**src/pio_defines.svh**
```systemverilog
// Register offsets, port widths and reset values of the parallel ports.
// Assumes an 8-bit register port with byte-wide data; included by bare name.
`ifndef PIO_DEFINES_SVH
`define PIO_DEFINES_SVH

// =====================================================================
// Register offsets
`define PIO_OFS_PORT_A_DATA   8'h00
`define PIO_OFS_PORT_B_DATA   8'h01
`define PIO_OFS_PORT_C_DATA   8'h02
`define PIO_OFS_PORT_D_DATA   8'h03
`define PIO_OFS_PORT_A_DIR    8'h04
`define PIO_OFS_PORT_B_DIR    8'h05
`define PIO_OFS_PORT_C_DIR    8'h06
`define PIO_OFS_PORT_D_DIR    8'h07
`define PIO_OFS_PORT_E_DATA   8'h08
`define PIO_OFS_PORT_E_DIR    8'h0C
`define PIO_OFS_PORT_A_PULLUP 8'h0D
`define PIO_OFS_PORT_C_PULLUP 8'h0E
`define PIO_OFS_PORT_D_PULLUP 8'h0F

// =====================================================================
// Port widths
`define PIO_WIDTH_A 4
`define PIO_WIDTH_B 6
`define PIO_WIDTH_C 2
`define PIO_WIDTH_D 7
`define PIO_WIDTH_E 2

// =====================================================================
// Reset values
`define PIO_RESET_DIR    8'h00
`define PIO_RESET_PULLUP 8'h00
`define PIO_RESET_RDATA  8'h00

`endif

```
**src/pio_pkg.sv**
```systemverilog
// Types shared by the parallel port design files.
// Assumes nothing beyond a SystemVerilog compiler.
package pio_pkg;

  // =====================================================================
  // Register bus data
  typedef logic [7:0] pio_byte_t;

  // =====================================================================
  // Register bus address
  typedef logic [7:0] pio_addr_t;

endpackage

```
**src/pio_ports.sv**
```systemverilog
// Top of the five parallel ports: register port, read mux, module sharing.
// Assumes pins and module controls are synchronous to clk; one clock only.
//
// Chosen here: strobed register access.
`timescale 1ns/100ps
`include "pio_defines.svh"

// Overview of operation
// - 21 pins, five ports, each bit direction-selectable
// - Ports A, C, D have input pullups
// - Pullup off while output, back on input
// - Port A four bits, shared with keypad
// - Port A latches survive reset
// - Port A direction register sets pin direction
// - Keypad enable makes port A pin interrupt input
// - Port C direction: bits 1:0, reset zero
// - Port D direction: bits 6:0, reset zero
// - Port E latch: bits 1:0, survive reset
// - Port E direction: bits 1:0, reset zero
// - Port A pullup enables: bits 3:0, reset zero
// - Port C pullup enables: bits 1:0, reset zero
// - Port D pullup enables: bits 6:0, reset zero
// - Pins shared with converter, serial, timers
// - Direction one drives; reset makes all inputs
// - Read: latch if output, pin if input
module pio_ports (
  // Clock and reset
  input  wire logic             clk,
  input  wire logic             rst_b,
  // Register port
  input  wire pio_pkg::pio_addr_t addr,
  input  wire pio_pkg::pio_byte_t wdata,
  input  wire logic             wr_strobe,
  input  wire logic             rd_strobe,
  output pio_pkg::pio_byte_t    rd_data,
  // Port A pins
  input  wire logic [3:0]       port_a_in,
  output logic      [3:0]       port_a_out,
  output logic      [3:0]       port_a_oe,
  output logic      [3:0]       port_a_pullup,
  // Port B pins
  input  wire logic [5:0]       port_b_in,
  output logic      [5:0]       port_b_out,
  output logic      [5:0]       port_b_oe,
  // Port C pins
  input  wire logic [1:0]       port_c_in,
  output logic      [1:0]       port_c_out,
  output logic      [1:0]       port_c_oe,
  output logic      [1:0]       port_c_pullup,
  // Port D pins
  input  wire logic [6:0]       port_d_in,
  output logic      [6:0]       port_d_out,
  output logic      [6:0]       port_d_oe,
  output logic      [6:0]       port_d_pullup,
  // Port E pins
  input  wire logic [1:0]       port_e_in,
  output logic      [1:0]       port_e_out,
  output logic      [1:0]       port_e_oe,
  // Keypad interrupt module
  input  wire logic [3:0]       keypad_irq_enables,
  output logic      [3:0]       keypad_inputs,
  // Analog converter
  input  wire logic [5:0]       converter_channel_select,
  // Serial peripheral (D3:0), timer_one (D5:4), timer_two (D6)
  input  wire logic [6:0]       port_d_alt_en,
  input  wire logic [6:0]       port_d_alt_out,
  input  wire logic [6:0]       port_d_alt_oe,
  output logic      [6:0]       port_d_alt_in,
  // Async serial module (E0 transmit, E1 receive)
  input  wire logic [1:0]       port_e_alt_en,
  input  wire logic [1:0]       port_e_alt_out,
  input  wire logic [1:0]       port_e_alt_oe,
  output logic      [1:0]       port_e_alt_in
);

  // =====================================================================
  // Address decode
  wire hit_a_data = addr == `PIO_OFS_PORT_A_DATA;
  wire hit_b_data = addr == `PIO_OFS_PORT_B_DATA;
  wire hit_c_data = addr == `PIO_OFS_PORT_C_DATA;
  wire hit_d_data = addr == `PIO_OFS_PORT_D_DATA;
  wire hit_e_data = addr == `PIO_OFS_PORT_E_DATA;
  wire hit_a_dir  = addr == `PIO_OFS_PORT_A_DIR;
  wire hit_b_dir  = addr == `PIO_OFS_PORT_B_DIR;
  wire hit_c_dir  = addr == `PIO_OFS_PORT_C_DIR;
  wire hit_d_dir  = addr == `PIO_OFS_PORT_D_DIR;
  wire hit_e_dir  = addr == `PIO_OFS_PORT_E_DIR;
  wire hit_a_pu   = addr == `PIO_OFS_PORT_A_PULLUP;
  wire hit_c_pu   = addr == `PIO_OFS_PORT_C_PULLUP;
  wire hit_d_pu   = addr == `PIO_OFS_PORT_D_PULLUP;

  // =====================================================================
  // Per-port state
  logic [3:0] a_rd;
  logic [3:0] a_dir;
  logic [3:0] a_pu;
  logic [5:0] b_rd;
  logic [5:0] b_dir;
  logic [1:0] c_rd;
  logic [1:0] c_dir;
  logic [1:0] c_pu;
  logic [6:0] d_rd;
  logic [6:0] d_dir;
  logic [6:0] d_pu;
  logic [1:0] e_rd;
  logic [1:0] e_dir;

  pio_slice #(.W(`PIO_WIDTH_A), .HAS_PU(1'b1)) u_port_a (
    .clk      (clk),
    .rst_b    (rst_b),
    .wr_data  (wr_strobe && hit_a_data),
    .wr_dir   (wr_strobe && hit_a_dir),
    .wr_pu    (wr_strobe && hit_a_pu),
    .wdata    (wdata[3:0]),
    .pin_in   (port_a_in),
    .pin_out  (port_a_out),
    .pin_oe   (port_a_oe),
    .pull_on  (port_a_pullup),
    .alt_en   (keypad_irq_enables),
    .alt_out  (4'h0),
    .alt_oe   (4'h0),
    .rd_value (a_rd),
    .dir      (a_dir),
    .pu       (a_pu)
  );

  // Converter channel forces its pin to input, overriding the direction bit
  pio_slice #(.W(`PIO_WIDTH_B), .HAS_PU(1'b0)) u_port_b (
    .clk      (clk),
    .rst_b    (rst_b),
    .wr_data  (wr_strobe && hit_b_data),
    .wr_dir   (wr_strobe && hit_b_dir),
    .wr_pu    (1'b0),
    .wdata    (wdata[5:0]),
    .pin_in   (port_b_in),
    .pin_out  (port_b_out),
    .pin_oe   (port_b_oe),
    .pull_on  (),
    .alt_en   (converter_channel_select),
    .alt_out  (6'h00),
    .alt_oe   (6'h00),
    .rd_value (b_rd),
    .dir      (b_dir),
    .pu       ()
  );

  pio_slice #(.W(`PIO_WIDTH_C), .HAS_PU(1'b1)) u_port_c (
    .clk      (clk),
    .rst_b    (rst_b),
    .wr_data  (wr_strobe && hit_c_data),
    .wr_dir   (wr_strobe && hit_c_dir),
    .wr_pu    (wr_strobe && hit_c_pu),
    .wdata    (wdata[1:0]),
    .pin_in   (port_c_in),
    .pin_out  (port_c_out),
    .pin_oe   (port_c_oe),
    .pull_on  (port_c_pullup),
    .alt_en   (2'h0),
    .alt_out  (2'h0),
    .alt_oe   (2'h0),
    .rd_value (c_rd),
    .dir      (c_dir),
    .pu       (c_pu)
  );

  pio_slice #(.W(`PIO_WIDTH_D), .HAS_PU(1'b1)) u_port_d (
    .clk      (clk),
    .rst_b    (rst_b),
    .wr_data  (wr_strobe && hit_d_data),
    .wr_dir   (wr_strobe && hit_d_dir),
    .wr_pu    (wr_strobe && hit_d_pu),
    .wdata    (wdata[6:0]),
    .pin_in   (port_d_in),
    .pin_out  (port_d_out),
    .pin_oe   (port_d_oe),
    .pull_on  (port_d_pullup),
    .alt_en   (port_d_alt_en),
    .alt_out  (port_d_alt_out),
    .alt_oe   (port_d_alt_oe),
    .rd_value (d_rd),
    .dir      (d_dir),
    .pu       (d_pu)
  );

  pio_slice #(.W(`PIO_WIDTH_E), .HAS_PU(1'b0)) u_port_e (
    .clk      (clk),
    .rst_b    (rst_b),
    .wr_data  (wr_strobe && hit_e_data),
    .wr_dir   (wr_strobe && hit_e_dir),
    .wr_pu    (1'b0),
    .wdata    (wdata[1:0]),
    .pin_in   (port_e_in),
    .pin_out  (port_e_out),
    .pin_oe   (port_e_oe),
    .pull_on  (),
    .alt_en   (port_e_alt_en),
    .alt_out  (port_e_alt_out),
    .alt_oe   (port_e_alt_oe),
    .rd_value (e_rd),
    .dir      (e_dir),
    .pu       ()
  );

  // =====================================================================
  // Read mux
  // Upper bits are constant zero, so stray writes there cannot show up
  wire pio_pkg::pio_byte_t val_a_data = {4'h0, a_rd};
  wire pio_pkg::pio_byte_t val_b_data = {2'h0, b_rd};
  wire pio_pkg::pio_byte_t val_c_data = {6'h00, c_rd};
  wire pio_pkg::pio_byte_t val_d_data = {1'h0, d_rd};
  wire pio_pkg::pio_byte_t val_e_data = {6'h00, e_rd};
  wire pio_pkg::pio_byte_t val_a_dir  = {4'h0, a_dir};
  wire pio_pkg::pio_byte_t val_b_dir  = {2'h0, b_dir};
  wire pio_pkg::pio_byte_t val_c_dir  = {6'h00, c_dir};
  wire pio_pkg::pio_byte_t val_d_dir  = {1'h0, d_dir};
  wire pio_pkg::pio_byte_t val_e_dir  = {6'h00, e_dir};
  wire pio_pkg::pio_byte_t val_a_pu   = {4'h0, a_pu};
  wire pio_pkg::pio_byte_t val_c_pu   = {6'h00, c_pu};
  wire pio_pkg::pio_byte_t val_d_pu   = {1'h0, d_pu};

  // Unmapped offsets read as zero
  wire pio_pkg::pio_byte_t next_rd_data =
      ({8{hit_a_data}} & val_a_data) | ({8{hit_b_data}} & val_b_data) |
      ({8{hit_c_data}} & val_c_data) | ({8{hit_d_data}} & val_d_data) |
      ({8{hit_e_data}} & val_e_data) | ({8{hit_a_dir}}  & val_a_dir)  |
      ({8{hit_b_dir}}  & val_b_dir)  | ({8{hit_c_dir}}  & val_c_dir)  |
      ({8{hit_d_dir}}  & val_d_dir)  | ({8{hit_e_dir}}  & val_e_dir)  |
      ({8{hit_a_pu}}   & val_a_pu)   | ({8{hit_c_pu}}   & val_c_pu)   |
      ({8{hit_d_pu}}   & val_d_pu);

  // Read data stand only in the cycle after the strobe
  always_ff @(posedge clk)
  begin
    if (!rst_b || !rd_strobe)
    begin
      rd_data <= `PIO_RESET_RDATA;
    end
    else
    begin
      rd_data <= next_rd_data;
    end
  end

  // =====================================================================
  // Pin levels handed to the sharing modules
  // Registered so each level handed to a sharing module comes from a flip-flop; costs one cycle
  always_ff @(posedge clk)
  begin
    if (!rst_b)
    begin
      keypad_inputs <= 4'h0;
      port_d_alt_in <= 7'h00;
      port_e_alt_in <= 2'h0;
    end
    else
    begin
      keypad_inputs <= port_a_in & keypad_irq_enables;
      port_d_alt_in <= port_d_in;
      port_e_alt_in <= port_e_in;
    end
  end

  // No reset here: the copy must outlive a reset to judge the latch
  logic       rst_seen;
  logic       a_seen;
  logic [3:0] a_keep;
  always_ff @(posedge clk)
  begin
    rst_seen <= !rst_b;
    if (wr_strobe && hit_a_data)
    begin
      a_seen <= 1'b1;
      a_keep <= wdata[3:0];
    end
  end
endmodule

```
**src/pio_slice.sv**
```systemverilog
// One parallel port: data latches, direction bits, optional pullup enables.
// Assumes synchronous pin inputs and single-cycle write strobes.
`timescale 1ns/100ps
`include "pio_defines.svh"

module pio_slice #(
  parameter int W      = 8,
  parameter bit HAS_PU = 1'b1
) (
  // Clock and reset
  input  wire logic         clk,
  input  wire logic         rst_b,
  // Register writes
  input  wire logic         wr_data,
  input  wire logic         wr_dir,
  input  wire logic         wr_pu,
  input  wire logic [W-1:0] wdata,
  // Pins
  input  wire logic [W-1:0] pin_in,
  output logic      [W-1:0] pin_out,
  output logic      [W-1:0] pin_oe,
  output logic      [W-1:0] pull_on,
  // Shared module override
  input  wire logic [W-1:0] alt_en,
  input  wire logic [W-1:0] alt_out,
  input  wire logic [W-1:0] alt_oe,
  // State seen by software
  output logic      [W-1:0] rd_value,
  output logic      [W-1:0] dir,
  output logic      [W-1:0] pu
);

  logic [W-1:0] latch;

  // =====================================================================
  // Storage
  // Latch has no reset: contents survive a reset
  always_ff @(posedge clk)
  begin
    if (wr_data)
    begin
      latch <= wdata;
    end
  end

  always_ff @(posedge clk)
  begin
    if (!rst_b)
    begin
      dir <= W'(`PIO_RESET_DIR);
    end
    else if (wr_dir)
    begin
      dir <= wdata;
    end
  end

  always_ff @(posedge clk)
  begin
    if (!rst_b || !HAS_PU)
    begin
      pu <= W'(`PIO_RESET_PULLUP);
    end
    else if (wr_pu)
    begin
      pu <= wdata;
    end
  end

  // =====================================================================
  // Per-pin logic
  genvar i;
  generate
    for (i = 0; i < W; i++)
    begin : g_pin
      assign pin_out[i]  = alt_en[i] ? alt_out[i] : latch[i];
      assign pin_oe[i]   = alt_en[i] ? alt_oe[i] : dir[i];
      // Pullup follows the direction bit alone, so it comes back on input
      assign pull_on[i]  = pu[i] & ~dir[i];
      assign rd_value[i] = dir[i] ? latch[i] : pin_in[i];
    end
  endgenerate

endmodule

```
**config.mk**
```make
export PLATFORM = sky130hd
export DESIGN_NAME = pio_ports
export DESIGN_NICKNAME = d
export VERILOG_FILES = /design/src/pio_pkg.sv /design/src/pio_ports.sv /design/src/pio_slice.sv
export VERILOG_INCLUDE_DIRS = /design/src /design/src/src
export SDC_FILE = /design/constraint.sdc
export NUM_CORES = 1
export LEC_CHECK = 0
export BUFFER_PORTS_ARGS = -buffer_cell sky130_fd_sc_hd__buf_4
export CORE_UTILIZATION = 50
export DETAILED_ROUTE_END_ITERATION = 10
export GPL_ROUTABILITY_DRIVEN = 0
export PLACE_DENSITY_LB_ADDON = 0.08
export SLEW_MARGIN = 15
export SYNTH_ARGS = -nofsm -noshare
export SYNTH_HDL_FRONTEND = slang
export SYNTH_HIERARCHICAL = 1
export SYNTH_SLANG_ARGS = --single-unit
```
**constraint.sdc**
```tcl
create_clock -name clk -period 1.95 [get_ports clk]
set_input_delay 0.195 -clock clk [delete_from_list [all_inputs] [get_ports clk]]
set_output_delay 0.195 -clock clk [all_outputs]
set_load 0.01 [all_outputs]
```
After elaboration in Yosys (flattened, before gate mapping)
Index checks and enable logic that the tools add are counted.
Storage, ports and cells
  input bits: 78
  output and inout port bits: 76
  register bits: 76
  logic and storage cells: 157
Operators by class
  reductions and logical operators: 17
  eq/ne operators: 12
  muxes and demuxes: 59
  bitwise logic cells: 52
Operators by type and width (number)
  8-bit OR: 12
  1-bit two-way mux: 59
  8-bit by 2-bit AND with 8-bit output: 5
  8-bit by 4-bit == test with 1-bit output (second input constant): 5
  8-bit by 3-bit == test with 1-bit output (second input constant): 4
  8-bit by 4-bit AND with 8-bit output: 3
  8-bit by 7-bit AND with 8-bit output: 3
  8-bit by 6-bit AND with 8-bit output: 2
  8-bit by 2-bit == test with 1-bit output (second input constant): 2
  1-bit AND: 13
  1-bit logical AND: 13
  1-bit inverter: 13
  8-bit by 1-bit == test with 1-bit output (second input constant): 1
  8-bit logical NOT: 1
  4-bit AND: 1
  1-bit logical NOT: 2
  1-bit logical OR: 1

Depth between registers and ports, before layout
Gate-level depths: netlist of run 1.
  depth in word-level cells: 14
  gate-level depth with buffers: 8
  mapped depth without buffers: 6

By module
The synthesis of run 1 kept the hierarchy.
Modules (own cells, without submodules)
  pio_ports: area each 1198.6 um2, sequential area each 400.4 um2, cells an instance 137, instances 1
  pio_slice at u_port_d: area each 1026.0 um2, sequential area each 490.5 um2, cells an instance 80, instances 1
  pio_slice at u_port_b: area each 705.7 um2, sequential area each 300.3 um2, cells an instance 56, instances 1
  pio_slice at u_port_a: area each 593.1 um2, sequential area each 280.3 um2, cells an instance 46, instances 1
  pio_slice at u_port_c: area each 292.8 um2, sequential area each 140.1 um2, cells an instance 22, instances 1
  pio_slice at u_port_e: area each 241.5 um2, sequential area each 100.1 um2, cells an instance 19, instances 1

Worst setup path before layout of run 1
OpenSTA, ideal clock, no wires.
  kind: input to register
  start: in addr[3]
  end: reg u_port_c.pu[0]
  path buffers: 3
  arrival: 1.479 ns
  library setup time: 0.116 ns
  data required time: 1.834 ns
  setup slack: 0.355 ns
  stages on the path: 7
  cell sequence: clkbuf_8 > clkbuf_8 > clkbuf_1 > nand3_1 > nor3_1 > mux2i_1 > nor2b_1
Between the ends
  cells in the longest elaborated chain, start to end: 2
Ends and longest elaborated chain
  start: declaration: RTL line pio_ports.sv:31  | input wire pio_pkg::pio_addr_t addr,
  8-bit by 4-bit == test with 1-bit output (no source line)
  1-bit logical AND: RTL line pio_ports.sv:152  | .wr_pu (wr_strobe && hit_c_pu),
  end signal: assignment: RTL line pio_slice.sv:62  | pu <= W'(`PIO_RESET_PULLUP);
  end signal: assignment: RTL line pio_slice.sv:66  | pu <= wdata;
  end: declaration: RTL line pio_slice.sv:30  | output logic [W-1:0] pu
Every way passes these cells.
A chain may end at the register's enable or synchronous reset.

Worst setup path after layout of run 1
  start: reg u_port_a.dir[0]
  end: reg rd_data[0]
Between the ends
  cells in the longest elaborated chain, start to end: 14
  elaborated cells on any way between the ends: 15
  those cells by class: mux: 1; bitwise: 14
Ends and longest elaborated chain
  start: declaration: RTL line pio_slice.sv:29  | output logic [W-1:0] dir,
  start signal: assignment: RTL line pio_slice.sv:50  | dir <= W'(`PIO_RESET_DIR);
  start signal: assignment: RTL line pio_slice.sv:54  | dir <= wdata;
  1-bit two-way mux: RTL line pio_slice.sv:80  | assign rd_value[i] = dir[i] ? latch[i] : pin_in[i];
  via a_rd[0]: RTL line pio_ports.sv:94  | logic [3:0] a_rd;
  8-bit by 4-bit AND with 8-bit output: RTL line pio_ports.sv:223  | ({8{hit_a_data}} & val_a_data) | ({8{hit_b_data}} & val_b_data) |
  8-bit OR (2 in a row): RTL line pio_ports.sv:223
  8-bit OR (2 in a row): RTL line pio_ports.sv:224  | ({8{hit_c_data}} & val_c_data) | ({8{hit_d_data}} & val_d_data) |
  8-bit OR (2 in a row): RTL line pio_ports.sv:225  | ({8{hit_e_data}} & val_e_data) | ({8{hit_a_dir}} & val_a_dir) |
  8-bit OR (2 in a row): RTL line pio_ports.sv:226  | ({8{hit_b_dir}} & val_b_dir) | ({8{hit_c_dir}} & val_c_dir) |
  8-bit OR (2 in a row): RTL line pio_ports.sv:227  | ({8{hit_d_dir}} & val_d_dir) | ({8{hit_e_dir}} & val_e_dir) |
  8-bit OR (2 in a row): RTL line pio_ports.sv:228  | ({8{hit_a_pu}} & val_a_pu) | ({8{hit_c_pu}} & val_c_pu) |
  end signal: assignment: RTL line pio_ports.sv:236  | rd_data <= `PIO_RESET_RDATA;
  end signal: assignment: RTL line pio_ports.sv:240  | rd_data <= next_rd_data;
  end: declaration: RTL line pio_ports.sv:35  | output pio_pkg::pio_byte_t rd_data,
The timed path passes the listed nets, and every way through them passes these cells.

==> results.sh, run 1 <==
export IMPL_outcome="finished clean"
export IMPL_layout_nets=611
export IMPL_io_pins=154
export IMPL_rsz0062_at_grt="no"
export IMPL_dpl_worst_slack_ns=0.0421
export IMPL_design_area_sq_mm=0.00544
export IMPL_crit_fanout=5
export IMPL_final_common_cell="buf_4"
export IMPL_hold_violations=0
export IMPL_h_tree_depth=3
export IMPL_p_leak_nw=2.27
export IMPL_timing_fmax_ghz=0.618
export IMPL_final_cell_mix="buf_4 (167), dfxtp_1 (54), nor2b_1 (48)"
export IMPL_slowest_stage="dfxtp_1"
export IMPL_critPathMaxStageDelay_ns=0.44
export IMPL_drive_gt1_frac=0.416
export IMPL_cts_resized=0
export IMPL_die_h_um=90.7
export IMPL_area_growth_pct=38.4
export IMPL_grt_max_degree=29
export IMPL_rows=31
export IMPL_grt_pass1_wl_um=16100
export IMPL_r2r_start="u_port_a/dir[0]"
export IMPL_initial_core_util=0.530
export IMPL_setup_viol=0
export IMPL_crit_arrival_ns=1.84
export IMPL_seqCellArea_sq_mm=0.00171
export IMPL_worst_ep_required_time_ns=2.18
export IMPL_dieWidth_um=90.7
export IMPL_insertedDiodeCount=0
export IMPL_fp_dieArea_sq_mm=0.00822
export IMPL_n_fill_cell=578
export IMPL_reg2reg_to="rd_data[0]"
export IMPL_post_route_min_period_ns=1.62
export IMPL_cts_sinks=75
export IMPL_hold_start="wdata[6]"
export IMPL_hpwlAfterDp_um=7520
export IMPL_hp_class="input pin to register"
export IMPL_cellPowerDensity_mw_per_mm2=573
export IMPL_ir_worst_vdd_uv=418
export IMPL_skew_ns=0.00433
export IMPL_place_area_sq_mm=0.00528
export IMPL_max_slew_margin=0.652
export IMPL_via_per_inst=5.21
export IMPL_start_kind="register"
export IMPL_drt_iter0_drc=111
export IMPL_vias=3320
export IMPL_firstDrtPassIters=4
export IMPL_yosysWarnings=6
export IMPL_maxCapViolations=0
export IMPL_post_route_util=0.734
export IMPL_syn_area_sq_mm=0.00393
export IMPL_critPathKind="register to register"
export IMPL_grt_pass1_vias=3393
export IMPL_core_area_sq_mm=0.00741
export IMPL_critPathMostFrequentCell="a31oi_1"
export IMPL_postRouteAntennaNets=0
export IMPL_tightest_slew_ns=0.518
export IMPL_root_buffer="clkbuf_8"
export IMPL_reg2reg_depth=6
export IMPL_cp_cell_sequence="mux2_1 > mux2i_1 > a2bb2oi_1 > o22ai_1 > a31oi_1 > a31oi_1"
export IMPL_layout_setup_ws_ns=0.332
export IMPL_grt_ovfl_total=0
export IMPL_clockBufferDepth=2
export IMPL_holdPathStages=1
export IMPL_min_period_over_period=0.830
export IMPL_postCtsSetupBuffers=0
export IMPL_regToRegSetupSlack_ns=0.33
export IMPL_hold_end="u_port_d/latch[6]"
export IMPL_grt_use_total=0.251
export IMPL_avgSynthCellArea_sq_um=11.5
export IMPL_cts_tree="done"
export IMPL_setup_tns_ns=0
export IMPL_cts_hold_buf=0
export IMPL_syn_inst=342
export IMPL_routedWlPerCell_um=15.8
export IMPL_drcViolationCount=0
export IMPL_multi_input_area_sq_mm=0.00219
export IMPL_path_delay_family="compound AO/OA/AOI/OAI gates"
export IMPL_cts_made_buffers=9
export IMPL_wl_um=10100
export IMPL_cp_num_buf_inv=0
export IMPL_path_clk_slew_ns=0.07
export IMPL_clk_latency_ns=0.35
export IMPL_antenna_found_initial=0
export IMPL_port_buffers=151
export IMPL_worstSetupEndpointType="register"
export IMPL_slew_violations=0
==> power by group <==
group          leakage [nW]  internal (W)  switching (W)
sequential            0.627       0.00161     0.00000501
clock                0.0829      0.000483       0.000548
combinational          1.57      0.000267       0.000197
total                  2.27       0.00236       0.000751
==> sequential cells by signal (all words and copies together), names as in the netlist, 4 cells and up <==
signal,count
u_port_b/latch,6
u_port_d/dir,7
port_d_alt_in,7
u_port_a/latch,4
rd_data,7
u_port_b/dir,6
u_port_d/latch,7
u_port_d/pu,7
u_port_a/dir,4
u_port_a/pu,4
keypad_inputs,4
==> layer usage <==
| metal | global-route usage | routed length (um) | share of wire |
|---|---|---|---|
| met5 | 0 | 0 | 0 |
| met4 | 0.109 | 227 | 0.023 |
| met3 | 0.0513 | 653 | 0.065 |
| met2 | 0.439 | 5120 | 0.51 |
| met1 | 0.296 | 4060 | 0.40 |
==> per-stage QoR <==
stage	instances	hold WS (ns)	power, W
global route	637	0.0424	0.00323
floorplan	370	0.294	0.00185
finish	637	0.0473	0.00311
global placement	621	0.400	0.00211
detailed placement	621	0.401	0.00212
CTS	637	0.0364	0.00313
==> worst max-delay path by stage <==
stage | startpoint | endpoint | slack [ns] | depth (start not counted)
6_report | u_port_a/dir[0] | rd_data[0] | 0.33 | 6
5_1_grt | addr[5] | u_port_b/dir[3] | 0.21 | 7
4_1_cts | u_port_a/dir[0] | rd_data[0] | 0.32 | 6
3_5_place_dp | addr[5] | u_port_d/pu[5] | 0.04 | 7
3_3_place_gp | addr[5] | u_port_b/dir[2] | 0.11 | 7
2_1_floorplan | addr[3] | u_port_c/pu[0] | 0.36 | 7
==> layout make-up <==
type / instances / area share
Tap cell: 99 / 0.0228
Clock buffer: 12 / 0.0267
Clock inverter: 4 / 0.00299
Sequential cell: 75 / 0.315
Multi-Input combinational cell: 280 / 0.402
Timing Repair Buffer: 167 / 0.231
No activity file was read; power rests on OpenSTA's default activity.
==> run 2, diff against run 1 <==
--- a/config.mk
+++ b/config.mk
@@ -7,7 +7,7 @@
 export NUM_CORES = 1
 export LEC_CHECK = 0
 export BUFFER_PORTS_ARGS = -buffer_cell sky130_fd_sc_hd__buf_4
-export CORE_UTILIZATION = 50
+export CORE_UTILIZATION = 45
 export DETAILED_ROUTE_END_ITERATION = 10
 export GPL_ROUTABILITY_DRIVEN = 0
 export PLACE_DENSITY_LB_ADDON = 0.08
==> constraint.sdc (replaced) <==
create_clock -name clk -period 1.3 [get_ports clk]
set_input_delay 0.13 -clock clk [delete_from_list [all_inputs] [get_ports clk]]
set_output_delay 0.13 -clock clk [all_outputs]
set_load 0.01 [all_outputs]
==> results.sh, run 2 (synthesis results as in run 1) <==
export IMPL_grt_use_total=0.255
export IMPL_crit_fanout=2
export IMPL_port_buffers=151
export IMPL_start_kind="register"
export IMPL_rsz0062_at_grt="yes"
export IMPL_seqCellArea_sq_mm=0.00174
export IMPL_p_int_w=0.00408
export IMPL_skew_ns=0.00549
export IMPL_wl_um=11600
export IMPL_firstDrtPassIters=4
export IMPL_dieWidth_um=95.5
export IMPL_layout_nets=671
export IMPL_insertedDiodeCount=0
export IMPL_core_area_sq_mm=0.00834
export IMPL_postRouteAntennaNets=0
export IMPL_slew_violations=0
export IMPL_final_cell_count_no_fill=702
export IMPL_critPathKind="register to register"
export IMPL_dp_cells=668
export IMPL_r2r_start="u_port_e/latch[0]"
export IMPL_cts_tree="done"
export IMPL_multi_input_area_sq_mm=0.00246
export IMPL_worstSetupEndpointType="register"
export IMPL_grt_ovfl_total=0
export IMPL_drcViolationCount=0
export IMPL_holdPathStages=2
export IMPL_grt_max_degree=35
export IMPL_clockBufferDepth=2
export IMPL_outcome="complete, but fails checks"
export IMPL_die_h_um=95.5
export IMPL_clk_latency_ns=0.35
export IMPL_rows=33
export IMPL_reg2reg_to="rd_data[0]"
export IMPL_root_buffer="clkbuf_8"
export IMPL_vias=3558
export IMPL_hp_class="input pin to register"
export IMPL_initial_core_util=0.471
export IMPL_final_cell_mix="buf_4 (161), buf_6 (57), nor2b_1 (47)"
export IMPL_cts_made_buffers=9
export IMPL_maxCapViolations=0
export IMPL_design_area_sq_mm=0.00649
export IMPL_cts_sinks=75
export IMPL_hpwlAfterDp_um=8200
export IMPL_via_per_inst=5.07
export IMPL_crit_arrival_ns=1.75
export IMPL_grt_pass1_wl_um=17400
export IMPL_comb_power_share=0.172
export IMPL_finalPower_w=0.00532
export IMPL_final_common_cell="buf_4"
export IMPL_clkPwrFrac=0.373
export IMPL_hold_violations=0
export IMPL_n_fill_cell=555
export IMPL_h_tree_depth=3
export IMPL_drt_iter0_drc=150
export IMPL_swShare=0.233
export IMPL_hold_end="port_d_alt_in[4]"
export IMPL_ir_worst_vdd_uv=529
export IMPL_cellPowerDensity_mw_per_mm2=820
export IMPL_fp_dieArea_sq_mm=0.00911
export IMPL_area_growth_pct=65.2
export IMPL_layout_setup_ws_ns=-0.208
export IMPL_min_period_over_period=1.16
export IMPL_violations="setup timing"
export IMPL_drive_gt1_frac=0.585
export IMPL_switching_power_w=0.00124
export IMPL_place_area_sq_mm=0.00562
export IMPL_worst_ep_required_time_ns=1.54
export IMPL_antenna_found_initial=0
export IMPL_setup_viol=18
export IMPL_seqPwrFrac=0.455
export IMPL_path_clk_slew_ns=0.08
export IMPL_routedWlPerCell_um=16.6
export IMPL_p_leak_nw=2.83
export IMPL_post_route_min_period_ns=1.51
export IMPL_reg2reg_depth=6
export IMPL_hold_start="port_d_in[4]"
export IMPL_regToRegSetupSlack_ns=-0.21
export IMPL_io_pins=154
export IMPL_timing_fmax_ghz=0.663
export IMPL_grt_pass1_vias=3523
[run 2: cell types whose count changed in the layout (fill, tap and decap cells not counted), moves of 5 or more]
cell           change
mux2_1            -30
mux2_2            -11
mux2i_1            -5
buf_4              -6
dlygate4sd3_1      +9
dfxtp_2           +16
nor2_1             -8
buf_6             +57
nor2_2             +7
dfxtp_1           -19
mux2_4            +41
[run 2: power by group through the flow]
stage | Combinational [W] | Sequential, W | Clock (W)
after floorplan | 0.000296 | 0.00249 | 0
after global placement | 0.000732 | 0.00248 | 0
after detailed placement | 0.000742 | 0.00248 | 0
after CTS | 0.000864 | 0.00243 | 0.00200
after global routing | 0.000977 | 0.00242 | 0.00208
final | 0.000916 | 0.00242 | 0.00199
[run 2: worst max path at each step]
stage | slack (ns) | to | from | cells after the start
CTS | -0.19 | rd_data[0] | u_port_e/latch[0] | 6
global route | -0.24 | rd_data[0] | u_port_e/latch[0] | 6
global placement | -0.26 | u_port_b/latch[4] | addr[5] | 5
finish | -0.21 | rd_data[0] | u_port_e/latch[0] | 6
floorplan | -0.11 | u_port_d/dir[0] | addr[5] | 6
detailed placement | -0.31 | u_port_b/dir[0] | addr[5] | 8
[run 2: layout make-up]
type,count,area share
clock buffer,10,0.0212
clock inverter,5,0.0118
multi-input combinational,280,0.380
sequential,75,0.268
tap,105,0.0202
timing repair buffer,227,0.299
[run 2: through the flow]
step / hold slack (ns) / setup slack, ns / TNS [ns] / util
6_report: 0.00400 / -0.208 / -1.10 / 0.779
5_1_grt: -0.00165 / -0.239 / -2.02 / 0.779
2_1_floorplan: 0.229 / -0.108 / -3.80 / -
3_5_place_dp: 0.332 / -0.305 / -13.68 / 0.674
4_1_cts: 0.00132 / -0.188 / -0.998 / 0.753
3_3_place_gp: 0.332 / -0.264 / -12.99 / 0.674
[run 2: critical path: stages (launching register included)]
cell and delay (ns):
edfxtp_1 0.40, mux2_4 0.28, mux2i_2 0.18, a2bb2oi_2 0.18, o22ai_2 0.09, a31oi_1 0.17
a31oi_1 0.09
[run 2: timing repair]
item / CTS / global route
setup endpoints to repair: 36 / 61
hold endpoints to repair: 9 / 0
pin swaps: 4 / 7
buffers inserted: 13 / 5
hold buffers: 9 / 0
resized for setup: 91 / 45
[run 2: metal layers]
| layer | track usage | routed length, um | up-vias |
|---|---|---|---|
| li1 | - | - | 1714 |
| met2 | 0.463 | 6120 | 117 |
| met4 | 0.0784 | 110 | 0 |
| met1 | 0.311 | 4810 | 1717 |
| met5 | 0 | 0 | - |
| met3 | 0.0359 | 594 | 10 |
